--- config.mk ---
export PLATFORM = sky130hd
export DESIGN_NAME = fbwm_master
export DESIGN_NICKNAME = d
export VERILOG_FILES = /design/src/shared/fbwm_pkg.sv /design/src/rtl/fbwm_skid.sv /design/src/rtl/fbwm_master.sv
export VERILOG_INCLUDE_DIRS = /design/src /design/src/shared
export SDC_FILE = /design/constraint.sdc
export NUM_CORES = 1
export LEC_CHECK = 0
export ABC_CLOCK_PERIOD_IN_PS = 10400
export BUFFER_PORTS_ARGS = -buffer_cell sky130_fd_sc_hd__buf_2
export CAP_MARGIN = 5
export CORE_MARGIN = 2
export CORE_UTILIZATION = 56
export DETAILED_ROUTE_END_ITERATION = 8
export GPL_ROUTABILITY_DRIVEN = 1
export HOLD_SLACK_MARGIN = 0.05
export PLACE_DENSITY_LB_ADDON = 0.25
export SLEW_MARGIN = 5
export SYNTH_ARGS = -nofsm -noshare
export SYNTH_HDL_FRONTEND = slang
export SYNTH_SLANG_ARGS = --single-unit
--- constraint.sdc ---
create_clock -name mclk_i -period 10.4 [get_ports mclk_i]
set_input_delay 1.56 -clock mclk_i [delete_from_list [all_inputs] [get_ports mclk_i]]
set_output_delay 1.56 -clock mclk_i [all_outputs]
set_load 0.05 [all_outputs]
--- src/shared/fbwm_consts.svh ---
// Constants for the bursting write master
`ifndef FBWM_CONSTS_SVH
`define FBWM_CONSTS_SVH
`define FBWM_ADDR_W      32
`define FBWM_DATA_W      32
`define FBWM_LEN_W       32
`define FBWM_BCNT_W      4
`define FBWM_MAX_BURST   8
`define FBWM_WORD_BYTES  4
`define FBWM_FIFO_DEPTH  32
`define FBWM_USED_W      6
`define FBWM_BE_ALL      4'hF
`endif

--- src/shared/fbwm_pkg.sv ---
// Types shared by the bursting write master files
package fbwm_pkg;
  typedef enum logic [1:0] {
    ST_IDLE,
    ST_LAUNCH,
    ST_BURST
  } fbwm_state_e;

  typedef struct packed {
    logic [31:0] addr;
    logic [3:0]  burstcount;
    logic [3:0]  byteenable;
    logic        write;
    logic [31:0] writedata;
  } fbwm_bus_req_s;
endpackage

--- src/rtl/fbwm_skid.sv ---
// Two-entry buffer between the data FIFO and the bus write data path
`timescale 1ns/1ps
module fbwm_skid #(
  parameter int W = 32
) (
  // Clock and reset
  input  wire logic         mclk_i,
  input  wire logic         rst_i,
  // Fill side
  input  wire logic         in_valid_i,
  output logic              in_ready_o,
  input  wire logic [W-1:0] in_data_i,
  // Drain side
  output logic              out_valid_o,
  input  wire logic         out_ready_i,
  output logic [W-1:0]      out_data_o
);
  logic [W-1:0] mem_q [2];
  logic [W-1:0] mem_d [2];
  logic         rd_q, rd_d, wr_q, wr_d;
  logic [1:0]   cnt_q, cnt_d;
  logic         push, pop;

  // Full and empty are honest: ready drops only with two words held
  assign in_ready_o  = (cnt_q != 2'h2);
  assign out_valid_o = (cnt_q != 2'h0);
  assign out_data_o  = mem_q[rd_q];
  assign push        = in_valid_i && in_ready_o;
  assign pop         = out_valid_o && out_ready_i;

  // Next pointers, count and storage
  always_comb begin
    mem_d = mem_q;
    if (push) begin
      mem_d[wr_q] = in_data_i;
    end
    wr_d  = push ? ~wr_q : wr_q;
    rd_d  = pop ? ~rd_q : rd_q;
    cnt_d = cnt_q + {1'b0, push} - {1'b0, pop};
  end

  // Register stage
  always_ff @(posedge mclk_i or posedge rst_i) begin
    if (rst_i) begin
      mem_q[0] <= '0;
      mem_q[1] <= '0;
      wr_q     <= 1'b0;
      rd_q     <= 1'b0;
      cnt_q    <= 2'h0;
    end else begin
      mem_q <= mem_d;
      wr_q  <= wr_d;
      rd_q  <= rd_d;
      cnt_q <= cnt_d;
    end
  end
endmodule

--- src/rtl/fbwm_master.sv ---
// Bursting write master draining a local FIFO to sequential memory words
// Operation
// Start command captures start address and length before any bus activity.
// Burst launch pulses one clock after start, loading bus address and count.
// Address, byteenable and burstcount stay fixed through the whole burst.
// A burst starts only when the FIFO holds enough words for it.
// Once bursting, write data stalls only for waitrequest, never for data.
// Each accepted word advances address and reduces length; bus address fixed.
// A final burst shorter than maximum is detected and ends the transfer.
// Whole-word writes only, to consecutive rising addresses from the start.
// Arbiter keeps a master posting a burst of N granted for N writes.
// Lock holds others out during a burst, so the master must sustain it.
// Post a burst only when all its words are ready.
// Bursts cover sequential addresses; a new address needs a new burst.
// Arbiter gives each master one share by default, more if configured.
// Arbiter passes grant round robin when the holder cannot post.
// Interconnect splits bursts longer than the slave supports.
// Done flag rises after the last word is accepted; clears on next start.
`timescale 1ns/1ps
`include "fbwm_consts.svh"
module fbwm_master #(
  parameter int AW        = `FBWM_ADDR_W,
  parameter int DW        = `FBWM_DATA_W,
  parameter int LW        = `FBWM_LEN_W,
  parameter int BW        = `FBWM_BCNT_W,
  parameter int MAX_BURST = `FBWM_MAX_BURST,
  parameter int UW        = `FBWM_USED_W
) (
  // Clock and reset
  input  wire logic                 mclk_i,
  input  wire logic                 rst_i,
  // Control interface
  input  wire logic                 go_i,
  input  wire logic [AW-1:0]        start_addr_i,
  input  wire logic [LW-1:0]        xfer_len_i,
  output logic                      done_o,
  output logic                      busy_o,
  // Local data FIFO read side
  input  wire logic [DW-1:0]        fifo_data_i,
  input  wire logic [UW-1:0]        fifo_used_i,
  input  wire logic                 fifo_empty_i,
  output logic                      fifo_rd_o,
  // Memory-mapped bus master
  output logic [AW-1:0]             m_address_o,
  output logic [BW-1:0]             m_burstcount_o,
  output logic [DW/8-1:0]           m_byteenable_o,
  output logic                      m_write_o,
  output logic [DW-1:0]             m_writedata_o,
  input  wire logic                 m_waitrequest_i
);
  localparam logic [LW-1:0] WORD_B = LW'(`FBWM_WORD_BYTES);
  localparam logic [BW-1:0] MAXB   = BW'(MAX_BURST);

  fbwm_pkg::fbwm_state_e state_q, state_d;
  logic [AW-1:0] addr_q, addr_d;       // Next word address
  logic [LW-1:0] len_q, len_d;         // Remaining bytes
  logic [AW-1:0] baddr_q, baddr_d;     // Bus address, held per burst
  logic [BW-1:0] bcnt_q, bcnt_d;       // Bus burst count, held per burst
  logic [BW-1:0] left_q, left_d;       // Words still owed in this burst
  logic [BW-1:0] ahead_q, ahead_d;     // Words still to pull from the FIFO into the buffer
  logic          done_q, done_d;
  logic          burst_begin;
  logic [LW-1:0] words_left;
  logic [BW-1:0] next_bcnt;
  logic          enough;
  logic          buf_in_valid, buf_in_ready, buf_out_valid, buf_out_ready;
  logic [DW-1:0] buf_data;
  logic          accept;
  fbwm_pkg::fbwm_bus_req_s bus_req;    // Bus request carrier

  // Word count of what remains, and the size of the next burst
  assign words_left = len_q >> 2;
  // Short final burst
  assign next_bcnt  = (words_left < LW'(MAX_BURST)) ? BW'(words_left) : MAXB;
  // Enough buffered
  assign enough     = (LW'(fifo_used_i) >= LW'(next_bcnt)) && (next_bcnt != '0);
  assign burst_begin = (state_q == fbwm_pkg::ST_LAUNCH) && enough && (len_q != '0);

  // Pull FIFO words into the buffer only for the burst in flight
  // Sustain locked burst
  // Empty guard keeps a lagging fill count from popping an empty FIFO
  assign buf_in_valid = (state_q == fbwm_pkg::ST_BURST) && (ahead_q != '0) && !fifo_empty_i;
  assign fifo_rd_o    = buf_in_valid && buf_in_ready;
  // Stall only on waitrequest
  assign accept        = m_write_o && !m_waitrequest_i;
  assign buf_out_ready = (state_q == fbwm_pkg::ST_BURST) && !m_waitrequest_i;

  fbwm_skid #(
    .W (DW)
  ) u_skid (
    .mclk_i      (mclk_i),
    .rst_i       (rst_i),
    .in_valid_i  (buf_in_valid),
    .in_ready_o  (buf_in_ready),
    .in_data_i   (fifo_data_i),
    .out_valid_o (buf_out_valid),
    .out_ready_i (buf_out_ready),
    .out_data_o  (buf_data)
  );

  // Bus fields: address and count come from flip-flops held per burst
  assign bus_req.addr       = baddr_q;
  assign bus_req.burstcount = bcnt_q;
  // Whole-word writes
  assign bus_req.byteenable = (state_q == fbwm_pkg::ST_BURST) ? `FBWM_BE_ALL : 4'h0;
  assign bus_req.write      = (state_q == fbwm_pkg::ST_BURST) && buf_out_valid;
  assign bus_req.writedata  = buf_data;
  // Carrier unpacked onto the ports
  assign m_address_o    = bus_req.addr;
  assign m_burstcount_o = bus_req.burstcount;
  assign m_byteenable_o = bus_req.byteenable;
  assign m_write_o      = bus_req.write;
  assign m_writedata_o  = bus_req.writedata;
  assign done_o         = done_q;
  assign busy_o         = (state_q != fbwm_pkg::ST_IDLE);

  // Control state next values
  always_comb begin
    state_d = state_q;
    addr_d  = addr_q;
    len_d   = len_q;
    baddr_d = baddr_q;
    bcnt_d  = bcnt_q;
    left_d  = left_q;
    ahead_d = ahead_q;
    done_d  = done_q;
    case (state_q)
      fbwm_pkg::ST_IDLE: begin
        if (go_i) begin
          // Capture address and length
          addr_d  = start_addr_i;
          len_d   = xfer_len_i;
          // Clear done on start
          done_d  = 1'b0;
          state_d = fbwm_pkg::ST_LAUNCH;
        end
      end
      fbwm_pkg::ST_LAUNCH: begin
        if (len_q == '0) begin
          // Transfer finished
          done_d  = 1'b1;
          state_d = fbwm_pkg::ST_IDLE;
        end else if (burst_begin) begin
          // Launch loads bus address and count
          // Whole burst is ready
          // New base for each burst
          baddr_d = addr_q;
          bcnt_d  = next_bcnt;
          left_d  = next_bcnt;
          ahead_d = next_bcnt;
          state_d = fbwm_pkg::ST_BURST;
        end
      end
      fbwm_pkg::ST_BURST: begin
        if (fifo_rd_o) begin
          ahead_d = ahead_q - BW'(1);
        end
        if (accept) begin
          // Advance address, reduce length
          addr_d = addr_q + AW'(WORD_B);
          len_d  = len_q - WORD_B;
          left_d = left_q - BW'(1);
          if (left_q == BW'(1)) begin
            state_d = fbwm_pkg::ST_LAUNCH;
            // Done after last word accepted
            if (len_q == WORD_B) begin
              done_d  = 1'b1;
              state_d = fbwm_pkg::ST_IDLE;
            end
          end
        end
      end
      default: begin
        state_d = fbwm_pkg::ST_IDLE;
      end
    endcase
  end

  // Control state registers; bus fields change only at launch
  // Held through burst
  always_ff @(posedge mclk_i or posedge rst_i) begin
    if (rst_i) begin
      state_q <= fbwm_pkg::ST_IDLE;
      addr_q  <= '0;
      len_q   <= '0;
      baddr_q <= '0;
      bcnt_q  <= '0;
      left_q  <= '0;
      ahead_q <= '0;
      done_q  <= 1'b0;
    end else begin
      state_q <= state_d;
      addr_q  <= addr_d;
      len_q   <= len_d;
      baddr_q <= baddr_d;
      bcnt_q  <= bcnt_d;
      left_q  <= left_d;
      ahead_q <= ahead_d;
      done_q  <= done_d;
    end
  end
endmodule

==> results of run 1 <==
==> through the flow <==
stage | setup slack [ns] | utilization (%) | hold WS, ns | area [um^2]
after floorplan | 3.98 | - | 0.439 | 9310
after global placement | 6.14 | 63.1 | 0.456 | 10300
after detailed placement | 6.10 | 63.1 | 0.457 | 10300
after CTS | 6.09 | 66.8 | 0.473 | 11000
after global routing | 5.97 | 66.8 | 0.504 | 11000
final | 6.09 | 66.8 | 0.471 | 11000
==> routing by layer <==
metal,up-vias,routed length [um]
li1,3761,-
met1,3832,9830
met2,247,10900
met3,27,1420
met4,0,291
met5,-,0
==> cell families after synthesis <==
group,synth area share (%)
compound gates,15.3
xor+xnor,0.471
fa+ha+maj,2.29
buf+inv,3.75
flops,48.1
mux,12.7
simple gates,17.4
==> cell usage in the layout, fill, tap and decap left out, types with 4 or more instances in the layout <==
cell,instances
buf_2,182
dfrtp_1,179
nand2_1,178
mux2_2,98
a21oi_1,79
nor2_1,45
o21ai_0,44
nand3_1,32
o22ai_1,31
inv_1,24
a2bb2oi_1,23
nor3_1,18
clkbuf_16,17
ha_1,16
nand4_1,13
or3_1,10
buf_4,10
and3_1,9
nand2b_1,7
nor4_1,6
mux2i_1,6
or4_1,6
inv_8,6
a21o_1,5
o32ai_1,5
a21boi_0,4
nor2b_1,4
xnor2_1,4
==> sequential cells by signal (all words and copies together) (netlist names), 2 cells and up <==
register,cells
addr_q,32
ahead_q,4
left_q,4
len_q,32
m_address_o,32
m_burstcount_o,4
state_q,2
u_skid.cnt_q,2
u_skid.mem_q,64
==> critical path, cell delays in order <==
cell and delay, ns:
buf_2 0.09, nand2b_1 0.16, a221o_1 0.41, inv_1 0.22, buf_2 0.31
==> area by class of cell <==
cell class | instances | area, um^2 | share of cell area (%)
Sequential cell | 179 | 4480 | 40.9
Clock inverter | 15 | 189 | 1.72
Tap cell | 220 | 275 | 2.51
Clock buffer | 17 | 425 | 3.88
Timing Repair Buffer | 192 | 986 | 8.99
Inverter | 25 | 98.8 | 0.902
Multi-Input combinational cell | 701 | 4510 | 41.1
==> where the power goes <==
group | switching [mW] | total (mW) | internal (mW)
sequential | 0.281 | 1.31 | 1.03
combinational | 1.29 | 1.95 | 0.664
clock | 0.298 | 0.664 | 0.366
==> final timing paths <==
| path | to | slack [ns] | start |
|---|---|---|---|
| min in group asynchronous | u_skid.mem_q[54] | 1.29 | rst_i |
| hold reg to reg | m_address_o[18] | 0.47 | m_address_o[18] |
| max in group asynchronous | len_q[30] | 7.52 | rst_i |
| setup / recovery | fifo_rd_o | 6.09 | fifo_empty_i |
| setup reg to reg | left_q[0] | 6.31 | len_q[18] |
| hold / removal | m_address_o[18] | 0.47 | m_address_o[18] |
==> impl_results.md, run 1 <==
- Status: finished clean
- Share of flip-flops with an asynchronous set or reset: 100%
- Worst path required time: 8.84 ns
- Post-cts gate resize count: 0
- Mapped cell area: 9310 um^2
- # setup viols final: 0
- GRT busiest layer: met2
- RePlAce Congestion: 0.843
- Post-synth top cells: dfrtp_1, nand2_1, mux2_2
- Unique masters post-synth: 67
- Rel. slew slack: 30.2%
- IO Port Bufs: 182
- Total CTS buffers: 17
- Chip height: 133 um
- Postcts setup bufs: 0
- Drt drc: 0
- Share of cells above drive strength 1: 30.6%
- Worst reg-to-reg path cell count: 13
- CTS Hold Buffers Added: 0
- Met3 Use GR: 4.48%
- Critical path fanouts, max: 7
- Hpwl dp: 15200 um
- RSZ-0062 raised after global routing: false
- Critical path class: input port to output pin
- Placed Cells: 1317
- Most instantiated library cell after synthesis: dfrtp_1
- GR Layer Usage met2: 42.4%
- Pwr/cell area: 358 nW/um^2
- Initial DRT Pass Iterations: 5
- Top FF cell, synth: dfrtp_1
- Layout fillers: 1319
- Mapped Nets: 1090
- Pwr Total: 3.92 mW
- EDFF count, synth: 0
- DRT antenna net count: 0
- Yosys top cell area share: 48.1%
- Startpoint Class: input port
- Num ports: 183
- Least-Margin Pin Slew: 1.05 ns
- Non-filler cells, final: 1349
- # diodes: 0
- Maxcap violations: 0
- Gr ovfl total: 0
- CTS Root Buffer Type: clkbuf_16
- Maximum VDD drop: 0.000172 V
- 1st-iter DRT viols: 480
- Min-delay worst type: register to register
- Clock Path Buffers: 2
- Synth-to-layout area growth: 17.8%
- Nets: 1240
- Met1 global-route usage: 35.8%
- DR vias: 7867
- Sequential-to-total area share from yosys stat: 48.1%
- Minimum clock period: 4.31 ns
- TritonCTS Sinks: 179
- Num rows: 47
- GR Util All Layers: 25.8%
- DRT Wirelength: 22400 um
- Wirelength per Cell: 16.6 um
- Number of global-route vias before repair: 7529
- YS warnings: 0
- Worst-skew pair later-pin latency: 0.43 ns
- CTS tree: yes
- Largest area contributor in the netlist: dfrtp_1
- Global-route wire length before repair: 37300 um
- P_leak: 5.09 nW
- Seq cells post-synth: 179
- Pins Over Slew Limit: 0
- Die area: 17700 um^2
- Syn Area/Cell: 9.63 um^2
- Clk_skew: 0.0140 ns
- Area contributors post-synth: dfrtp_1, mux2_2, nand2_1
- Vias per cell: 5.83
- Initial Utilization: 56.7%
- Final Hold Vio Count: 0
- Initial antenna violation count: 1
- Total number of H-tree levels: 4
- Worst-path clk slew: 0.07 ns
- Largest net degree at the start of global routing: 109
- Crit end category: output pin
- Synthesized instance count: 966
- CORE AREA: 16400 um^2
- Chip width: 133 um
- Fmax: 232 MHz
- Hold Path Cell Cnt: 2
- Setup TNS Final: 0 ns
- Crit share post-route: 41.4%
- Worst path arrival time: 2.75 ns
Power figures use the tool's default switching activity.
==> run 2, diff against run 1 <==
--- a/config.mk
+++ b/config.mk
@@ -6,7 +6,8 @@
 export SDC_FILE = /design/constraint.sdc
 export NUM_CORES = 1
 export LEC_CHECK = 0
-export ABC_CLOCK_PERIOD_IN_PS = 10400
+export ABC_AREA = 1
+export ABC_CLOCK_PERIOD_IN_PS = 4000
 export BUFFER_PORTS_ARGS = -buffer_cell sky130_fd_sc_hd__buf_2
 export CAP_MARGIN = 5
 export CORE_MARGIN = 2
==> constraint.sdc (replaced) <==
create_clock -name mclk_i -period 4 [get_ports mclk_i]
set_input_delay 0.6 -clock mclk_i [delete_from_list [all_inputs] [get_ports mclk_i]]
set_output_delay 0.6 -clock mclk_i [all_outputs]
set_load 0.05 [all_outputs]
==> run 2 against run 1 <==
  * Die area grew 4.4%
  * Worst setup slack worse by 5.2 ns
  * Global-route usage grew 1.8 points
  * Cell area rose by 3.8%
  * Clock skew decreased by 0.0041 ns
  * Sequential share of layout area shrank 1.5 points
  * Wire length increased by 10%
  * Combinational power grew 150%
  * Register-to-register slack got worse by 5.4 ns
  * Critical path depth increased by 12
  * Critical path type is now register to register
  * Largest power group unchanged
  * Highest routed layer unchanged
==> impl_results.md, run 2 <==
- Setup TNS Final: 0 ns (unchanged)
- Pins Over Slew Limit: 0 (unchanged)
- Total number of H-tree levels: 4 (unchanged)
- DR vias: 8905 (was 7867)
- CTS Root Buffer Type: clkbuf_16 (unchanged)
- Number of flip-flops in the largest register: 64 (unchanged)
- Post-DP Area: 10800 um^2 (was 10300 um^2)
- DRT Wirelength: 24700 um (was 22400 um)
- Min-delay worst type: input port to async pin (was register to register)
- Total CTS buffers: 17 (unchanged)
- Met1 global-route usage: 38.3% (was 35.8%)
- Crit end category: register (was output pin)
- CORE AREA: 17100 um^2 (was 16400 um^2)
- Worst path arrival time: 3.44 ns (was 2.75 ns)
- Critical path fanouts, max: 37 (was 7)
- Initial antenna violation count: 1 (unchanged)
- Vias per cell: 5.35 (was 5.83)
- Startpoint Class: register (was input port)
- Syn Area/Cell: 7.67 um^2 (was 9.63 um^2)
- Mapped cell area: 9730 um^2 (was 9310 um^2)
- RePlAce Congestion: 0.918 (was 0.843)
- DRT antenna net count: 0 (unchanged)
- Maximum VDD drop: 0.000486 V (was 0.000172 V)
- Maxcap violations: 0 (unchanged)
- Clock Path Buffers: 2 (unchanged)
- Fmax: 324 MHz
- Num rows: 48 (was 47)
- Nets: 1548 (was 1240)
- Unique masters post-synth: 38 (was 67)
- Rel. slew slack: 32.2% (was 30.2%)
- P_leak: 5.80 nW (was 5.09 nW)
- Seq cells post-synth: 179 (unchanged)
- RSZ-0062 raised after global routing: false (unchanged)
- Reg area: 4480 um^2 (about the same)
- Chip width: 136 um (was 133 um)
- Initial DRT Pass Iterations: 5 (unchanged)
- Layout fillers: 1493 (was 1319)
- Commonest non-fill, non-tap cell in the layout: nand2_1 (was buf_2)
- Drt drc: 0 (unchanged)
- # setup viols final: 0 (unchanged)
- Hpwl dp: 17500 um (was 15200 um)
- Least-Margin Pin Slew: 1.02 ns (was 1.05 ns)
- GR Util All Layers: 27.6% (was 25.8%)
- 1st-iter DRT viols: 604 (was 480)
- Post-synth top cells: nand2_1, dfrtp_1, o21ai_0 (was dfrtp_1, nand2_1, mux2_2)
- Final Hold Vio Count: 0 (unchanged)
- Share of cells above drive strength 1: 18.5% (was 30.6%)
- Largest net degree at the start of global routing: 106 (was 109)
- GRT busiest layer: met2 (unchanged)
- Area contributors post-synth: dfrtp_1, nand2_1, o21ai_0 (was dfrtp_1, mux2_2, nand2_1)
- EDFF count, synth: 0 (unchanged)
- Most instantiated library cell after synthesis: nand2_1 (was dfrtp_1)
- Top FF cell, synth: dfrtp_1 (unchanged)
- CTS Hold Buffers Added: 0 (unchanged)
- Worst path required time: 4.36 ns (was 8.84 ns)
- IO Port Bufs: 182 (unchanged)
- GR Layer Usage met2: 44.6% (was 42.4%)
- Setup WS post-layout: 0.916 ns (was 6.09 ns)
- Multi-input logic area: 4430 um^2 (was 4510 um^2)
- Mapped Nets: 1393 (was 1090)
- Met3 Use GR: 5.59% (was 4.48%)
- Dpl ws: 0.934 ns (was 6.10 ns)
- Status: finished clean (unchanged)
- Biggest register: u_skid.mem_q (unchanged)
- Clk_skew: 0.00988 ns (was 0.0140 ns)
- Sequential-to-total area share from yosys stat: 46.0% (was 48.1%)
- YS warnings: 0 (unchanged)
- Postcts setup bufs: 0 (unchanged)
- Wirelength per Cell: 14.9 um (was 16.6 um)
- Gr ovfl total: 0 (unchanged)
- Die area: 18400 um^2 (was 17700 um^2)
- Fin area: 11400 um^2 (was 11000 um^2)
- Pwr Total: 9.92 mW (was 3.92 mW)
- Synthesized instance count: 1269 (was 966)
- Post-cts gate resize count: 0 (unchanged)
- TritonCTS Sinks: 179 (unchanged)
- Pwr/cell area: 872 nW/um^2 (was 358 nW/um^2)
- CTS tree: yes (unchanged)
- Share of flip-flops with an asynchronous set or reset: 100% (unchanged)
- Initial Utilization: 56.8% (was 56.7%)
- Crit share post-route: 77.1%
- Chip height: 136 um (was 133 um)
- Largest area contributor in the netlist: dfrtp_1 (unchanged)
- Worst-path clk slew: 0.07 ns (about the same)
- Global-route wire length before repair: 40600 um (was 37300 um)
- Worst-skew pair later-pin latency: 0.43 ns (about the same)
- Synth-to-layout area growth: 17.0% (was 17.8%)
- Yosys top cell area share: 46.0% (was 48.1%)
- Minimum clock period: 3.08 ns
- Num ports: 183 (unchanged)
- Number of global-route vias before repair: 8335 (was 7529)
- Commonest non-fill, non-tap cells in the layout: nand2_1, buf_2, dfrtp_1 (was buf_2, dfrtp_1, nand2_1)
- Critical path class: register to register (was input port to output pin)
-- run 2: cell types whose count changed in the layout (fill, tap and decap cells not counted), sizes merged, moves of 30 or more --
cell,change
nor2,+78
nand3,+30
a21oi,-54
nand2,+175
o21ai,+129
inv,+121
mux2,-67
-- run 2: power breakdown --
| group | internal [mW] | total, mW | switching [mW] |
|---|---|---|---|
| registers | 2.63 | 3.29 | 0.662 |
| clock network | 1.01 | 1.77 | 0.753 |
| logic | 1.31 | 4.86 | 3.55 |
-- run 2: through the flow --
stage          hold WS (ns)  utilization [%]  cells
6_report              0.343             66.5   1663
5_1_grt               0.391             66.5   1662
4_1_cts               0.359             66.5   1662
3_5_place_dp          0.468             62.9   1630
3_3_place_gp          0.460             62.9   1630
2_1_floorplan         0.442                -   1269
-- run 2: worst max-delay path: stages, from the launching register on --
cell	delay [ns]
dfrtp_1	0.42
nor2_1	0.15
nand2_1	0.10
nor2_1	0.19
nand2_1	0.12
inv_1	0.08
nand2_1	0.09
inv_1	0.16
nand2_1	0.10
ha_1	0.30
inv_1	0.06
nor2_1	0.03
o21ai_0	0.13
nand4_1	0.17
nand3_4	0.38
buf_4	0.34
nand2_1	0.09
o21ai_0	0.08
-- run 2: layer usage --
layer	share of wire [%]	wire length, um	vias up
met5	0	0	-
met4	1.1	276	0
met3	7.2	1780	30
met2	47	11600	305
met1	45	11100	4168
li1	-	-	4402
-- run 2: worst paths after layout --
path / cells after the start / slack [ns] / to / start
worst max-delay path: 17 / 0.92 / m_address_o[12] / len_q[20]
worst max register to register: 17 / 0.92 / m_address_o[12] / len_q[20]
max in group asynchronous: 3 / 2.82 / u_skid.rd_q / rst_i
worst min register to register: 2 / 0.48 / left_q[1] / left_q[1]
worst min-delay path: 2 / 0.34 / len_q[15] / rst_i
min in group mclk_i: 3 / 0.39 / u_skid.mem_q[61] / fifo_data_i[29]
-- run 2: final cells by class --
type	instances	area share [%]
antenna	1	0.0220
inverter	150	4.98
clock inverter	12	1.50
sequential	179	39.4
tap	225	2.47
multi-input combinational	885	38.9
clock buffer	20	3.93
timing repair buffer	191	8.82
-- run 2: cells by family (layout without fill, tap and decap cells) --
logic type,after synthesis,in the layout,share of synthesized area (%)
xor+xnor,16,16,1.44
mux,33,33,3.81
fa+ha+maj,17,17,2.19
flops,179,179,46.0
other cells,0,1,0
compound gates,237,237,13.1
buf+inv,205,373,8.58
simple gates,582,582,24.8
